### config.mk
export PLATFORM = sky130hd
export DESIGN_NAME = dsseq_top
export DESIGN_NICKNAME = d
export VERILOG_FILES = /design/src/verilog/dsseq_pkg.sv /design/src/verilog/dsseq_top.sv
export VERILOG_INCLUDE_DIRS = /design/src /design/src/verilog
export SDC_FILE = /design/constraint.sdc
export NUM_CORES = 1
export LEC_CHECK = 0
export BUFFER_PORTS_ARGS = -buffer_cell sky130_fd_sc_hd__clkbuf_2
export CORE_ASPECT_RATIO = 0.5
export CORE_UTILIZATION = 45
export DETAILED_ROUTE_END_ITERATION = 10
export HOLD_SLACK_MARGIN = 0.15
export SYNTH_ARGS = -nofsm -noshare
export SYNTH_HDL_FRONTEND = slang
export SYNTH_SLANG_ARGS = --single-unit
### constraint.sdc
create_clock -name ref_clk -period 5.23 [get_ports ref_clk]
set_input_delay 1.3075 -clock ref_clk [delete_from_list [all_inputs] [get_ports ref_clk]]
set_output_delay 1.3075 -clock ref_clk [all_outputs]
set_load 0.005 [all_outputs]
### src/verilog/dsseq_defines.svh
// Register offsets, field positions, reset values and timing counts of the data set sequencer
`ifndef DSSEQ_DEFINES_SVH
`define DSSEQ_DEFINES_SVH

`define DSSEQ_REF_CLK_HZ       40000000
`define DSSEQ_TICK_MS          1
`define DSSEQ_TICK_CYC         ((`DSSEQ_REF_CLK_HZ / 1000) * `DSSEQ_TICK_MS)

`define DSSEQ_OFF_CTRL         12'h000
`define DSSEQ_OFF_STATUS       12'h004
`define DSSEQ_OFF_ACCEL        12'h008
`define DSSEQ_OFF_DECEL        12'h00C
`define DSSEQ_OFF_GEAR_NUM     12'h010
`define DSSEQ_OFF_GEAR_DEN     12'h014
`define DSSEQ_OFF_SET_BASE     12'h100
`define DSSEQ_SET_STRIDE_SH    4
`define DSSEQ_SET_W_CFG        2'h0
`define DSSEQ_SET_W_VAL1       2'h1
`define DSSEQ_SET_W_VAL2       2'h2
`define DSSEQ_SET_W_NEXT       2'h3
`define DSSEQ_SET_PAGE         4'h1

`define DSSEQ_MODE_SEQ         4'hC
`define DSSEQ_START_SINGLE     4'h0

`define DSSEQ_ACC_RST          16'h2710
`define DSSEQ_DEC_RST          16'h2710
`define DSSEQ_GNUM_RST         16'h0002
`define DSSEQ_GDEN_RST         16'h0001

`define DSSEQ_VAL_RISE         16'h0000
`define DSSEQ_VAL_FALL         16'h0001
`define DSSEQ_VAL_BOTH         16'h0002
`define DSSEQ_VAL_HIGH         16'h0003
`define DSSEQ_VAL_LOW          16'h0004

`endif

### src/verilog/dsseq_pkg.sv
// Types shared by the data set sequencer
package dsseq_pkg;
    typedef enum logic [1:0] {DSSEQ_INVALID, DSSEQ_ABS, DSSEQ_REL, DSSEQ_RSVD} dsseq_kind_t;
    typedef enum logic [3:0] {DSSEQ_C_NONE, DSSEQ_C_DELAY, DSSEQ_C_EDGE, DSSEQ_C_LEVEL} dsseq_cond_t;
    typedef enum logic [3:0] {DSSEQ_J_NONE, DSSEQ_J_AND, DSSEQ_J_OR} dsseq_join_t;
    typedef enum logic [1:0] {DSSEQ_IDLE, DSSEQ_LOAD, DSSEQ_RUN} dsseq_state_t;
endpackage

### src/verilog/dsseq_top.sv
// Data set step sequencer with APB register access
//
// Contract
// - Sequence runs only when control-mode field holds the motion sequence code.
// - Startup-manner field zero selects single data set startup.
// - Set type 0 invalid, 1 absolute move, 2 relative move.
// - First condition none starts next set at once, second ignored.
// - Delay condition waits its value in milliseconds, 0 to 65535.
// - First condition edge advances on the selected step input edge.
// - First condition level advances while step input holds selected level.
// - Second condition supports none, delay, edge or level using value two.
// - Edge value 0 rising, 1 falling, 2 either; others invalid.
// - Level value 3 high, 4 low; others invalid.
// - Conjunction 0 ignores second, 1 needs both, 2 needs either.
// - Each set names a next set from 0 to 7.
// - Acceleration and deceleration 1 to 60000, default 10000.
// - Start input high allows motion; low stops it.
// - Eight data sets, each with type, conditions, target and next set.
//
// The APB slave port and the address map were decided locally.
`timescale 1ns/10ps
`include "dsseq_defines.svh"

module dsseq_top #(
    parameter int TICK_CYC = `DSSEQ_TICK_CYC,
    parameter int NSETS    = 8
) (
    input  wire logic        ref_clk,
    input  wire logic        arst_n,
    input  wire logic        psel,
    input  wire logic        penable,
    input  wire logic        pwrite,
    input  wire logic [11:0] paddr,
    input  wire logic [31:0] pwdata,
    output logic [31:0]      prdata,
    output logic             pready,
    output logic             pslverr,
    input  wire logic        seq_start,
    input  wire logic        seq_step,
    output logic             move_go,
    output logic             move_run,
    output logic [1:0]       move_kind,
    output logic [2:0]       move_set,
    output logic [31:0]      move_target,
    output logic [15:0]      move_accel,
    output logic [15:0]      move_decel,
    output logic [15:0]      move_gear_num,
    output logic [15:0]      move_gear_den,
    input  wire logic        move_done
);

    // Per-set storage
    logic [15:0] set_cfg_ff  [NSETS];
    logic [15:0] set_val1_ff [NSETS];
    logic [15:0] set_val2_ff [NSETS];
    logic [2:0]  set_next_ff [NSETS];
    logic [31:0] set_tgt_ff  [NSETS];
    logic [15:0] ctrl_ff;
    logic [15:0] acc_ff, dec_ff, gnum_ff, gden_ff;
    logic [2:0]  cur_ff;
    logic [15:0] ms_ff;
    logic [31:0] tick_ff;
    logic        step_s1_ff, step_s2_ff, step_s3_ff, step_ok_ff, step_prev_ff;
    logic        start_s1_ff, start_s2_ff, start_s3_ff, start_ok_ff, start_prev_ff;
    logic        move_go_ff;
    logic        rd_err;
    logic [31:0] rd_data;
    logic        wr_en;
    logic        adv;
    logic        seq_en;
    logic        rise, fall;
    dsseq_pkg::dsseq_state_t st_ff;

    // Checks one condition against its value
    function automatic logic cond_met(input logic [3:0] ctype, input logic [15:0] val,
                                      input logic [15:0] ms, input logic r, input logic f,
                                      input logic lvl);
        logic m;
        m = 1'b0;
        case (ctype)
            4'h0: m = 1'b1;
            4'h1: m = (ms >= val);
            4'h2: m = (val == `DSSEQ_VAL_RISE && r) || (val == `DSSEQ_VAL_FALL && f) ||
                      (val == `DSSEQ_VAL_BOTH && (r || f));
            4'h3: m = (val == `DSSEQ_VAL_HIGH && lvl) || (val == `DSSEQ_VAL_LOW && !lvl);
            default: m = 1'b0;
        endcase
        return m;
    endfunction

    assign wr_en   = psel && penable && pwrite;
    assign pready  = 1'b1;
    assign pslverr = psel && penable && rd_err;

    // Step and start inputs: three stages, change accepted when last two agree
    always_ff @(posedge ref_clk or negedge arst_n)
    begin
        if (!arst_n)
        begin
            step_s1_ff  <= 1'b0;
            step_s2_ff  <= 1'b0;
            step_s3_ff  <= 1'b0;
            step_ok_ff  <= 1'b0;
            start_s1_ff <= 1'b0;
            start_s2_ff <= 1'b0;
            start_s3_ff <= 1'b0;
            start_ok_ff <= 1'b0;
        end
        else
        begin
            step_s1_ff  <= seq_step;
            step_s2_ff  <= step_s1_ff;
            step_s3_ff  <= step_s2_ff;
            start_s1_ff <= seq_start;
            start_s2_ff <= start_s1_ff;
            start_s3_ff <= start_s2_ff;
            if (step_s2_ff == step_s3_ff)
                step_ok_ff <= step_s3_ff;
            if (start_s2_ff == start_s3_ff)
                start_ok_ff <= start_s3_ff;
        end
    end

    // Edge history of filtered inputs
    always_ff @(posedge ref_clk or negedge arst_n)
    begin
        if (!arst_n)
        begin
            step_prev_ff  <= 1'b0;
            start_prev_ff <= 1'b0;
        end
        else
        begin
            step_prev_ff  <= step_ok_ff;
            start_prev_ff <= start_ok_ff;
        end
    end

    assign rise = step_ok_ff && !step_prev_ff;
    assign fall = !step_ok_ff && step_prev_ff;

    // mode code and single set startup
    assign seq_en = (ctrl_ff[7:4] == `DSSEQ_MODE_SEQ) && (ctrl_ff[3:0] == `DSSEQ_START_SINGLE);

    // Global registers
    always_ff @(posedge ref_clk or negedge arst_n)
    begin
        if (!arst_n)
        begin
            ctrl_ff <= 16'h0000;
            acc_ff  <= `DSSEQ_ACC_RST;
            dec_ff  <= `DSSEQ_DEC_RST;
            gnum_ff <= `DSSEQ_GNUM_RST;
            gden_ff <= `DSSEQ_GDEN_RST;
        end
        else if (wr_en)
        begin
            case (paddr)
                `DSSEQ_OFF_CTRL: ctrl_ff <= pwdata[15:0];
                `DSSEQ_OFF_ACCEL:
                    if (pwdata[15:0] != 16'h0000 && pwdata[15:0] <= 16'hEA60)
                        acc_ff <= pwdata[15:0];
                `DSSEQ_OFF_DECEL:
                    if (pwdata[15:0] != 16'h0000 && pwdata[15:0] <= 16'hEA60)
                        dec_ff <= pwdata[15:0];
                `DSSEQ_OFF_GEAR_NUM:
                    if (pwdata[15:0] != 16'h0000)
                        gnum_ff <= pwdata[15:0];
                `DSSEQ_OFF_GEAR_DEN:
                    if (pwdata[15:0] != 16'h0000)
                        gden_ff <= pwdata[15:0];
                default: ;
            endcase
        end
    end

    always_ff @(posedge ref_clk or negedge arst_n)
    begin
        if (!arst_n)
        begin
            for (int i = 0; i < NSETS; i++)
            begin
                set_cfg_ff[i]  <= 16'h0000;
                set_val1_ff[i] <= 16'h0000;
                set_val2_ff[i] <= 16'h0000;
                set_next_ff[i] <= 3'h0;
                set_tgt_ff[i]  <= 32'h00000000;
            end
        end
        else if (wr_en && paddr[11:8] == `DSSEQ_SET_PAGE && paddr[7] == 1'b0)
        begin
            case (paddr[3:2])
                `DSSEQ_SET_W_CFG:  set_cfg_ff[paddr[6:4]]  <= pwdata[15:0];
                `DSSEQ_SET_W_VAL1: set_val1_ff[paddr[6:4]] <= pwdata[15:0];
                `DSSEQ_SET_W_VAL2: set_val2_ff[paddr[6:4]] <= pwdata[15:0];
                default:
                begin
                    set_next_ff[paddr[6:4]] <= pwdata[2:0];
                    set_tgt_ff[paddr[6:4]]  <= {pwdata[31:8], 8'h00};
                end
            endcase
        end
    end

    // Combined advance condition of the current set
    always_comb
    begin
        logic c1, c2;
        logic [15:0] cfg;
        c1  = 1'b0;
        c2  = 1'b0;
        cfg = set_cfg_ff[cur_ff];
        c1  = cond_met(cfg[3:0], set_val1_ff[cur_ff], ms_ff, rise, fall, step_ok_ff);
        c2  = cond_met(cfg[7:4], set_val2_ff[cur_ff], ms_ff, rise, fall, step_ok_ff);
        adv = 1'b0;
        if (cfg[3:0] == 4'h0)
            adv = 1'b1;
        else
        begin
            case (cfg[11:8])
                4'h0:    adv = c1;
                4'h1:    adv = c1 && c2;
                4'h2:    adv = c1 || c2;
                default: adv = 1'b0;
            endcase
        end
    end

    // Sequence state machine
    always_ff @(posedge ref_clk or negedge arst_n)
    begin
        if (!arst_n)
        begin
            st_ff      <= dsseq_pkg::DSSEQ_IDLE;
            cur_ff     <= 3'h0;
            move_go_ff <= 1'b0;
        end
        else
        begin
            move_go_ff <= 1'b0;
            case (st_ff)
                dsseq_pkg::DSSEQ_IDLE:
                    if (seq_en && start_ok_ff && !start_prev_ff)
                    begin
                        cur_ff <= 3'h0;
                        st_ff  <= dsseq_pkg::DSSEQ_LOAD;
                    end
                dsseq_pkg::DSSEQ_LOAD:
                begin
                    if (set_cfg_ff[cur_ff][13:12] == 2'h0 || set_cfg_ff[cur_ff][13:12] == 2'h3)
                        st_ff <= dsseq_pkg::DSSEQ_IDLE;
                    else
                    begin
                        move_go_ff <= 1'b1;
                        st_ff      <= dsseq_pkg::DSSEQ_RUN;
                    end
                end
                dsseq_pkg::DSSEQ_RUN:
                    if (adv && move_done)
                    begin
                        cur_ff <= set_next_ff[cur_ff];
                        st_ff  <= dsseq_pkg::DSSEQ_LOAD;
                    end
                default: st_ff <= dsseq_pkg::DSSEQ_IDLE;
            endcase
            if (!start_ok_ff || !seq_en)
                st_ff <= dsseq_pkg::DSSEQ_IDLE;
        end
    end

    // Millisecond timer, restarted at each set load
    always_ff @(posedge ref_clk or negedge arst_n)
    begin
        if (!arst_n)
        begin
            tick_ff <= 32'h00000000;
            ms_ff   <= 16'h0000;
        end
        else if (st_ff != dsseq_pkg::DSSEQ_RUN)
        begin
            tick_ff <= 32'h00000000;
            ms_ff   <= 16'h0000;
        end
        else if (tick_ff == 32'(TICK_CYC - 1))
        begin
            tick_ff <= 32'h00000000;
            if (ms_ff != 16'hFFFF)
                ms_ff <= ms_ff + 16'h0001;
        end
        else
            tick_ff <= tick_ff + 32'h00000001;
    end

    // Motion outputs
    assign move_go       = move_go_ff;
    assign move_run      = (st_ff == dsseq_pkg::DSSEQ_RUN);
    assign move_kind     = set_cfg_ff[cur_ff][13:12];
    assign move_set      = cur_ff;
    assign move_target   = set_tgt_ff[cur_ff];
    assign move_accel    = acc_ff;
    assign move_decel    = dec_ff;
    assign move_gear_num = gnum_ff;
    assign move_gear_den = gden_ff;

    // Read mux
    always_comb
    begin
        rd_err  = 1'b0;
        rd_data = 32'h00000000;
        if (paddr[11:8] == `DSSEQ_SET_PAGE && paddr[7] == 1'b0)
        begin
            case (paddr[3:2])
                `DSSEQ_SET_W_CFG:  rd_data = {16'h0000, set_cfg_ff[paddr[6:4]]};
                `DSSEQ_SET_W_VAL1: rd_data = {16'h0000, set_val1_ff[paddr[6:4]]};
                `DSSEQ_SET_W_VAL2: rd_data = {16'h0000, set_val2_ff[paddr[6:4]]};
                default: rd_data = {set_tgt_ff[paddr[6:4]][31:8], 5'h00, set_next_ff[paddr[6:4]]};
            endcase
        end
        else
        begin
            case (paddr)
                `DSSEQ_OFF_CTRL:     rd_data = {16'h0000, ctrl_ff};
                `DSSEQ_OFF_STATUS:   rd_data = {25'h0000000, st_ff, cur_ff, step_ok_ff, start_ok_ff};
                `DSSEQ_OFF_ACCEL:    rd_data = {16'h0000, acc_ff};
                `DSSEQ_OFF_DECEL:    rd_data = {16'h0000, dec_ff};
                `DSSEQ_OFF_GEAR_NUM: rd_data = {16'h0000, gnum_ff};
                `DSSEQ_OFF_GEAR_DEN: rd_data = {16'h0000, gden_ff};
                default:             rd_err  = 1'b1;
            endcase
        end
    end

    // Read data register
    always_ff @(posedge ref_clk or negedge arst_n)
    begin
        if (!arst_n)
            prdata <= 32'h00000000;
        else if (psel && !penable && !pwrite)
            prdata <= rd_data;
    end

endmodule

# Word level (Yosys, flattened, before mapping)
# Index checks and enable logic that the tools add are counted.
[word_totals]
register_bits = 840
input_bits = 52
out_inout_bits = 137
[op_classes]
addsub = 2
order_cmp = 6
n_eq_ne = 37
n_mux = 65
n_bitwise = 4
reduce_logical = 72
[op_table]
columns = ["cell", "n"]
rows = [
  ["bitwise mux 128 bit", 3],
  ["binary-select mux 16 bit (select 3 bit)", 6],
  ["bitwise mux 256 bit", 1],
  ["two-way mux 32 bit", 8],
  ["two-way mux 16 bit", 14],
  ["binary-select mux 32 bit (select 3 bit)", 2],
  ["demux 32 bit (select 3 bit)", 1],
  ["case mux 16 bit (6 select lines)", 1],
  ["case mux 32 bit (3 select lines)", 1],
  ["== test 16 x 2 -> 1 bit (second input constant)", 4],
  ["demux 16 bit (select 3 bit)", 1],
  ["adder 32 x 1 -> 32 bit (second input constant)", 1],
  ["== test 16 x 1 -> 1 bit (second input constant)", 2],
  ["== test 16 x 3 -> 1 bit (second input constant)", 2],
  ["== test 32 x 16 -> 1 bit (second input constant)", 1],
  ["greater-or-equal comparator 16 bit", 2],
  ["zero test 16 bit", 2],
  ["two-way mux 14 bit", 2],
  ["logical AND 1 bit", 27],
  ["bitwise mux 24 bit", 1],
  ["== test 12 x 4 -> 1 bit (second input constant)", 2],
  ["== test 12 x 5 -> 1 bit (second input constant)", 2],
  ["two-way mux 3 bit", 7],
  ["== test 4 x 2 -> 1 bit (second input constant)", 5],
  ["36 further kinds", 88],
]

# Depth between registers and ports, before layout
[depth]
word_depth = 16
depth_mapped = 18

# Worst setup path after synthesis
# OpenSTA, ideal clock, no wires.
[synth_timing]
kind = "input -> output"
from = "input paddr[5]"
to = "output pslverr"
arrival_ps = 3204
slack_ps = 718
path_stages = 7
path_buffers = 3
path_cell_list = "buf_2 -> clkbuf_1 -> nor3_1 -> nand2_1 -> nor2_1 -> clkbuf_1 -> nor3_1"
[synth_via]
elab_chain_cells = 5
[synth_rtl]
columns = ["element", "line", "text"]
rows = [
  ["from (decl)", "dsseq_top.sv:33", "input wire logic [11:0] paddr,"],
  ["== test 12 x 5 -> 1 bit (tied with other cells)", "dsseq_top.sv:321", "case (paddr)"],
  ["OR reduction 6 bit (no source line) *", "n/a", ""],
  ["two-way mux 1 bit *", "dsseq_top.sv:321", ""],
  ["two-way mux 1 bit *", "dsseq_top.sv:310", "if (paddr[11:8] == `DSSEQ_SET_PAGE && paddr[7] == 1'b0)"],
  ["logical AND 1 bit *", "dsseq_top.sv:93", "assign pslverr = psel && penable && rd_err;"],
  ["to (decl)", "dsseq_top.sv:37", "output logic pslverr,"],
]
# Every way passes the cells marked *; elsewhere a longest branch is shown, timed or not.

# Final worst setup path
[layout_timing]
from = "register cur_ff[1] (netlist: move_set[1])"
to = "output move_target[23]"
[layout_via]
elab_chain_cells = 4
[layout_rtl]
columns = ["element", "line", "text"]
rows = [
  ["from (decl)", "dsseq_top.sv:60", "logic [2:0] cur_ff;"],
  ["from (signal assigned)", "dsseq_top.sv:261", "cur_ff <= set_next_ff[cur_ff];"],
  ["inverter 3 -> 4 bit (implied by the code)", "dsseq_top.sv:299", "assign move_target = set_tgt_ff[cur_ff];"],
  ["binary-select mux 32 bit (select 3 bit)", "dsseq_top.sv:299", ""],
  ["two-way mux 32 bit (implied by the code) (2 in series)", "dsseq_top.sv:299", ""],
  ["to (decl)", "dsseq_top.sv:44", "output logic [31:0] move_target,"],
]
# Every way passes these cells. The select of a mux whose other input is x is not followed.

==> flow_summary.yaml <==
run_status:
  status: "completed"
yosys:
  synth.distinct_cells: 81
  synthArstFlopShare_pct: 100
  syn_avg_cell_area_sq_um: 12.8
  syn-cell-area_sq_um: 39600
  synth_edf_count: 0
  synth_flop_cell: "dfrtp_1"
  synth_cells: 3101
  synth-seq-cells: 776
  synth_warnings: 0
  synth_seq_area_share_pct: 49.1
power:
  peakVddDrop_uv: 232
  power_mw: 12.5
  leakage_nw: 21.0
  power-per-cell-area_nw_per_um2: 278
sta:
  worstMarginPinSlew_ns: 1.24
  rsz0062_at_grt: "false"
  period_minus_slack_ns: 5.02
  fin_crit_sh_pct: 96.0
  slew_viol_final: 0
  hold_viol: 0
  fmax_ghz: 0.199
  slew_headroom_pct: 16.3
  setup_viol: 0
  hold_ws_ns: 0.361
  fin_setup_tns_ns: 0
  fin_skew_ns: 0.0330
route:
  drt_wl_total_microns: 131000
  top_layer_used: "met5"
  via_count: 29100
  wl_met1_microns: 56900
  first_iter_violations: 3576
  met3_length_microns: 11600
  ant_nets: 0
  wl_met2_microns: 58600
  drcViolationCount: 0
  drt-wirelength-per-cell_microns: 29.4
  dr.pass1.iters: 6
  vias_per_cell: 6.51
die:
  die-area_sq_um: 89300
  die_h_microns: 212
  coreArea_sq_um: 86600
  boundaryPins: 189
  die_w_microns: 422
  initial_core_util_pct: 45.7
  row_count: 76
grt:
  gr-total-overflow: 0
  grt_pass1_wl_microns: 196000
  antenna_found_initial: 3
  grt_use_total_pct: 29.4
  grt_pass1_vias: 29300
  grt_start_max_net_pins: 129
critical_path:
  end_kind: "output pin"
  critPathArrivalTime_ns: 3.71
  crit_family: "buffers and inverters"
  cpMaxStageDelayCell: "dfrtp_4"
  critical_path.max_stage_delay_ns: 0.83
  critPathRequiredTime_ns: 3.92
  cp_num_buf_inv: 3
  crit_type: "reg -> out"
  start_kind: "register"
  cp_cell_sequence: "buf_4, buf_4, mux4_2, nand2_1, nand2_1, clkbuf_2"
  crit_path_max_fanout: 54
placement:
  hpwl_microns: 84400
  dp.cells: 4332
  io_buffers: 179
  gp_congestion: 0.953
cts:
  cts_resized: 0
  clkSinkCount: 776
  cts_buffers: 74
  hold_buffers: 0
  clockBufferDepth: 3
  post_cts_buffers: 0
  cts-htree-levels: 3
  clk_pin_slew_ns: 0.07
  clock-root-buffer: "clkbuf_16"
  cts_tree: "done"
  clock_latency_ns: 0.67
finish:
  final_core_util_pct: 51.7
  final_nets: 3326
  area_growth_pct: 13.0
  stdcell_count: 4467
  drive_gt1_share_pct: 40.2
min_path:
  hold_path.class: "reg -> reg"
run:
  cap_viol_max_count: 0
final cells by class:
cell class | count | area, sq um
repair buffers | 317 | 2100
well taps | 1170 | 1460
fillers | 7460 | 41900
clock inverters | 28 | 378
flip-flops and latches | 776 | 19400
clock buffers | 106 | 2200
inverters | 17 | 63.8
diodes | 1 | 2.50
multi-input cells | 2052 | 19100
cell usage after synthesis (5+ instances only):
library cell  instances  area [sq um]
mux2_2              689          7760
nor4_1               10          62.6
and3_1               12          75.1
o311ai_0              5          43.8
nand2_1             174           653
buf_1                22          82.6
and2_1                7          43.8
o21ai_0              51           255
buf_6                 9           101
and4_1                7          61.3
a21o_1               19           143
mux4_2              123          2770
nand2b_1             10          62.6
o211ai_1              5          37.5
or4_1                 8          60.1
o2111ai_1             8          70.1
inv_1                16          60.1
nor2_1              144           541
buf_4                13          97.6
nor2b_1               6          37.5
clkbuf_1            198           743
a41oi_1               7          61.3
a222oi_1             10           100
xnor2_1              11          96.3
buf_2                17          85.1
a22oi_1             203          1520
xor2_1               30           263
a31oi_1              28           175
nand4_1              41           257
dfstp_2              12           315
nand3_1              53           265
mux2i_1              71           711
dfrtp_1             764         19100
o22ai_1               9          56.3
or3_1                 7          43.8
a21oi_1              54           270
mux4_1               13           342
a221oi_1             39           342
a22o_1               40           350
ha_1                 36           450
nor3_1               37           185
a211oi_1             12          90.1
power by group:
group | internal (mW) | switching (mW) | leakage, nW
registers | 6.03 | 0.0312 | 10.7
logic | 0.133 | 0.465 | 9.01
clock network | 3.30 | 2.50 | 1.27
total | 9.47 | 3.00 | 21.0
registers in the layout, indices dropped and copies added (netlist names), 2 cells and up:
signal	flops
move_gear_den	16
set_val2_ff	128
st_ff	2
move_gear_num	16
ctrl_ff	16
move_accel	16
set_tgt_ff	192
set_cfg_ff	128
move_set	3
move_decel	16
prdata	32
ms_ff	16
set_next_ff	24
tick_ff	32
set_val1_ff	128
cells by family (layout without fill, tap and decap cells):
| logic type | after synthesis | count (layout) | synth area share [%] |
|---|---|---|---|
| AOI/OAI and AO/OA | 520 | 520 | 9.60 |
| xor gates and xnor gates | 41 | 41 | 0.907 |
| adders and majority gates | 38 | 38 | 1.19 |
| buffers and inverters | 280 | 468 | 3.15 |
| DFF | 776 | 776 | 49.1 |
| muxes | 900 | 900 | 29.5 |
| other | 2 | 10 | 0.0190 |
| and+or+nand+nor | 544 | 544 | 6.58 |
routing by layer:
metal,up-vias,track usage (%)
li1,12000,-
met1,15300,41.4
met2,1415,44.8
met3,289,6.90
met4,2,9.81
met5,-,0
path summary, 6_finish.rpt:
path	startpoint	to	slack, ns	cells past startpoint
max	move_set[1]	move_target[23]	0.21	6
min	start_s1_ff	start_s2_ff	0.36	0
max reg2reg	move_set[2]	st_ff[1]	0.69	12
min reg2reg	start_s1_ff	start_s2_ff	0.36	0
max in group asynchronous	arst_n	set_val2_ff[70]	3.32	2
min in group asynchronous	arst_n	set_tgt_ff[213]	0.68	1
cell usage in the layout (no fill, tap or decap), types with 12 or more instances in the layout:
| cell | netlist | routed |
|---|---|---|
| mux2_2 | 689 | 689 |
| nor2_1 | 144 | 121 |
| clkinv_2 | 0 | 13 |
| clkbuf_8 | 1 | 19 |
| a31oi_1 | 28 | 28 |
| dfstp_2 | 12 | 12 |
| o21ai_0 | 51 | 51 |
| a21oi_1 | 54 | 54 |
| dfrtp_1 | 764 | 761 |
| inv_1 | 16 | 15 |
| a22o_1 | 40 | 40 |
| nor2_2 | 0 | 15 |
| buf_12 | 3 | 13 |
| nand3_1 | 53 | 53 |
| mux4_2 | 123 | 123 |
| nand4_1 | 41 | 41 |
| a211oi_1 | 12 | 12 |
| clkbuf_2 | 0 | 177 |
| buf_4 | 13 | 125 |
| nor3_1 | 37 | 32 |
| xor2_1 | 30 | 30 |
| ha_1 | 36 | 36 |
| nand2_1 | 174 | 173 |
| a21o_1 | 19 | 19 |
| a22oi_1 | 203 | 203 |
| mux2i_1 | 71 | 71 |
| a221oi_1 | 39 | 39 |
| mux4_1 | 13 | 13 |
| clkbuf_16 | 0 | 76 |
stage by stage:
step           area [sq um]  worst slack, ns
6_report              44800            0.210
5_1_grt               44800           0.0567
4_1_cts               44800            0.178
3_5_place_dp          42200            0.709
3_3_place_gp          42200            0.803
2_1_floorplan         39600            0.718
(Power assumes the default switching activity.)
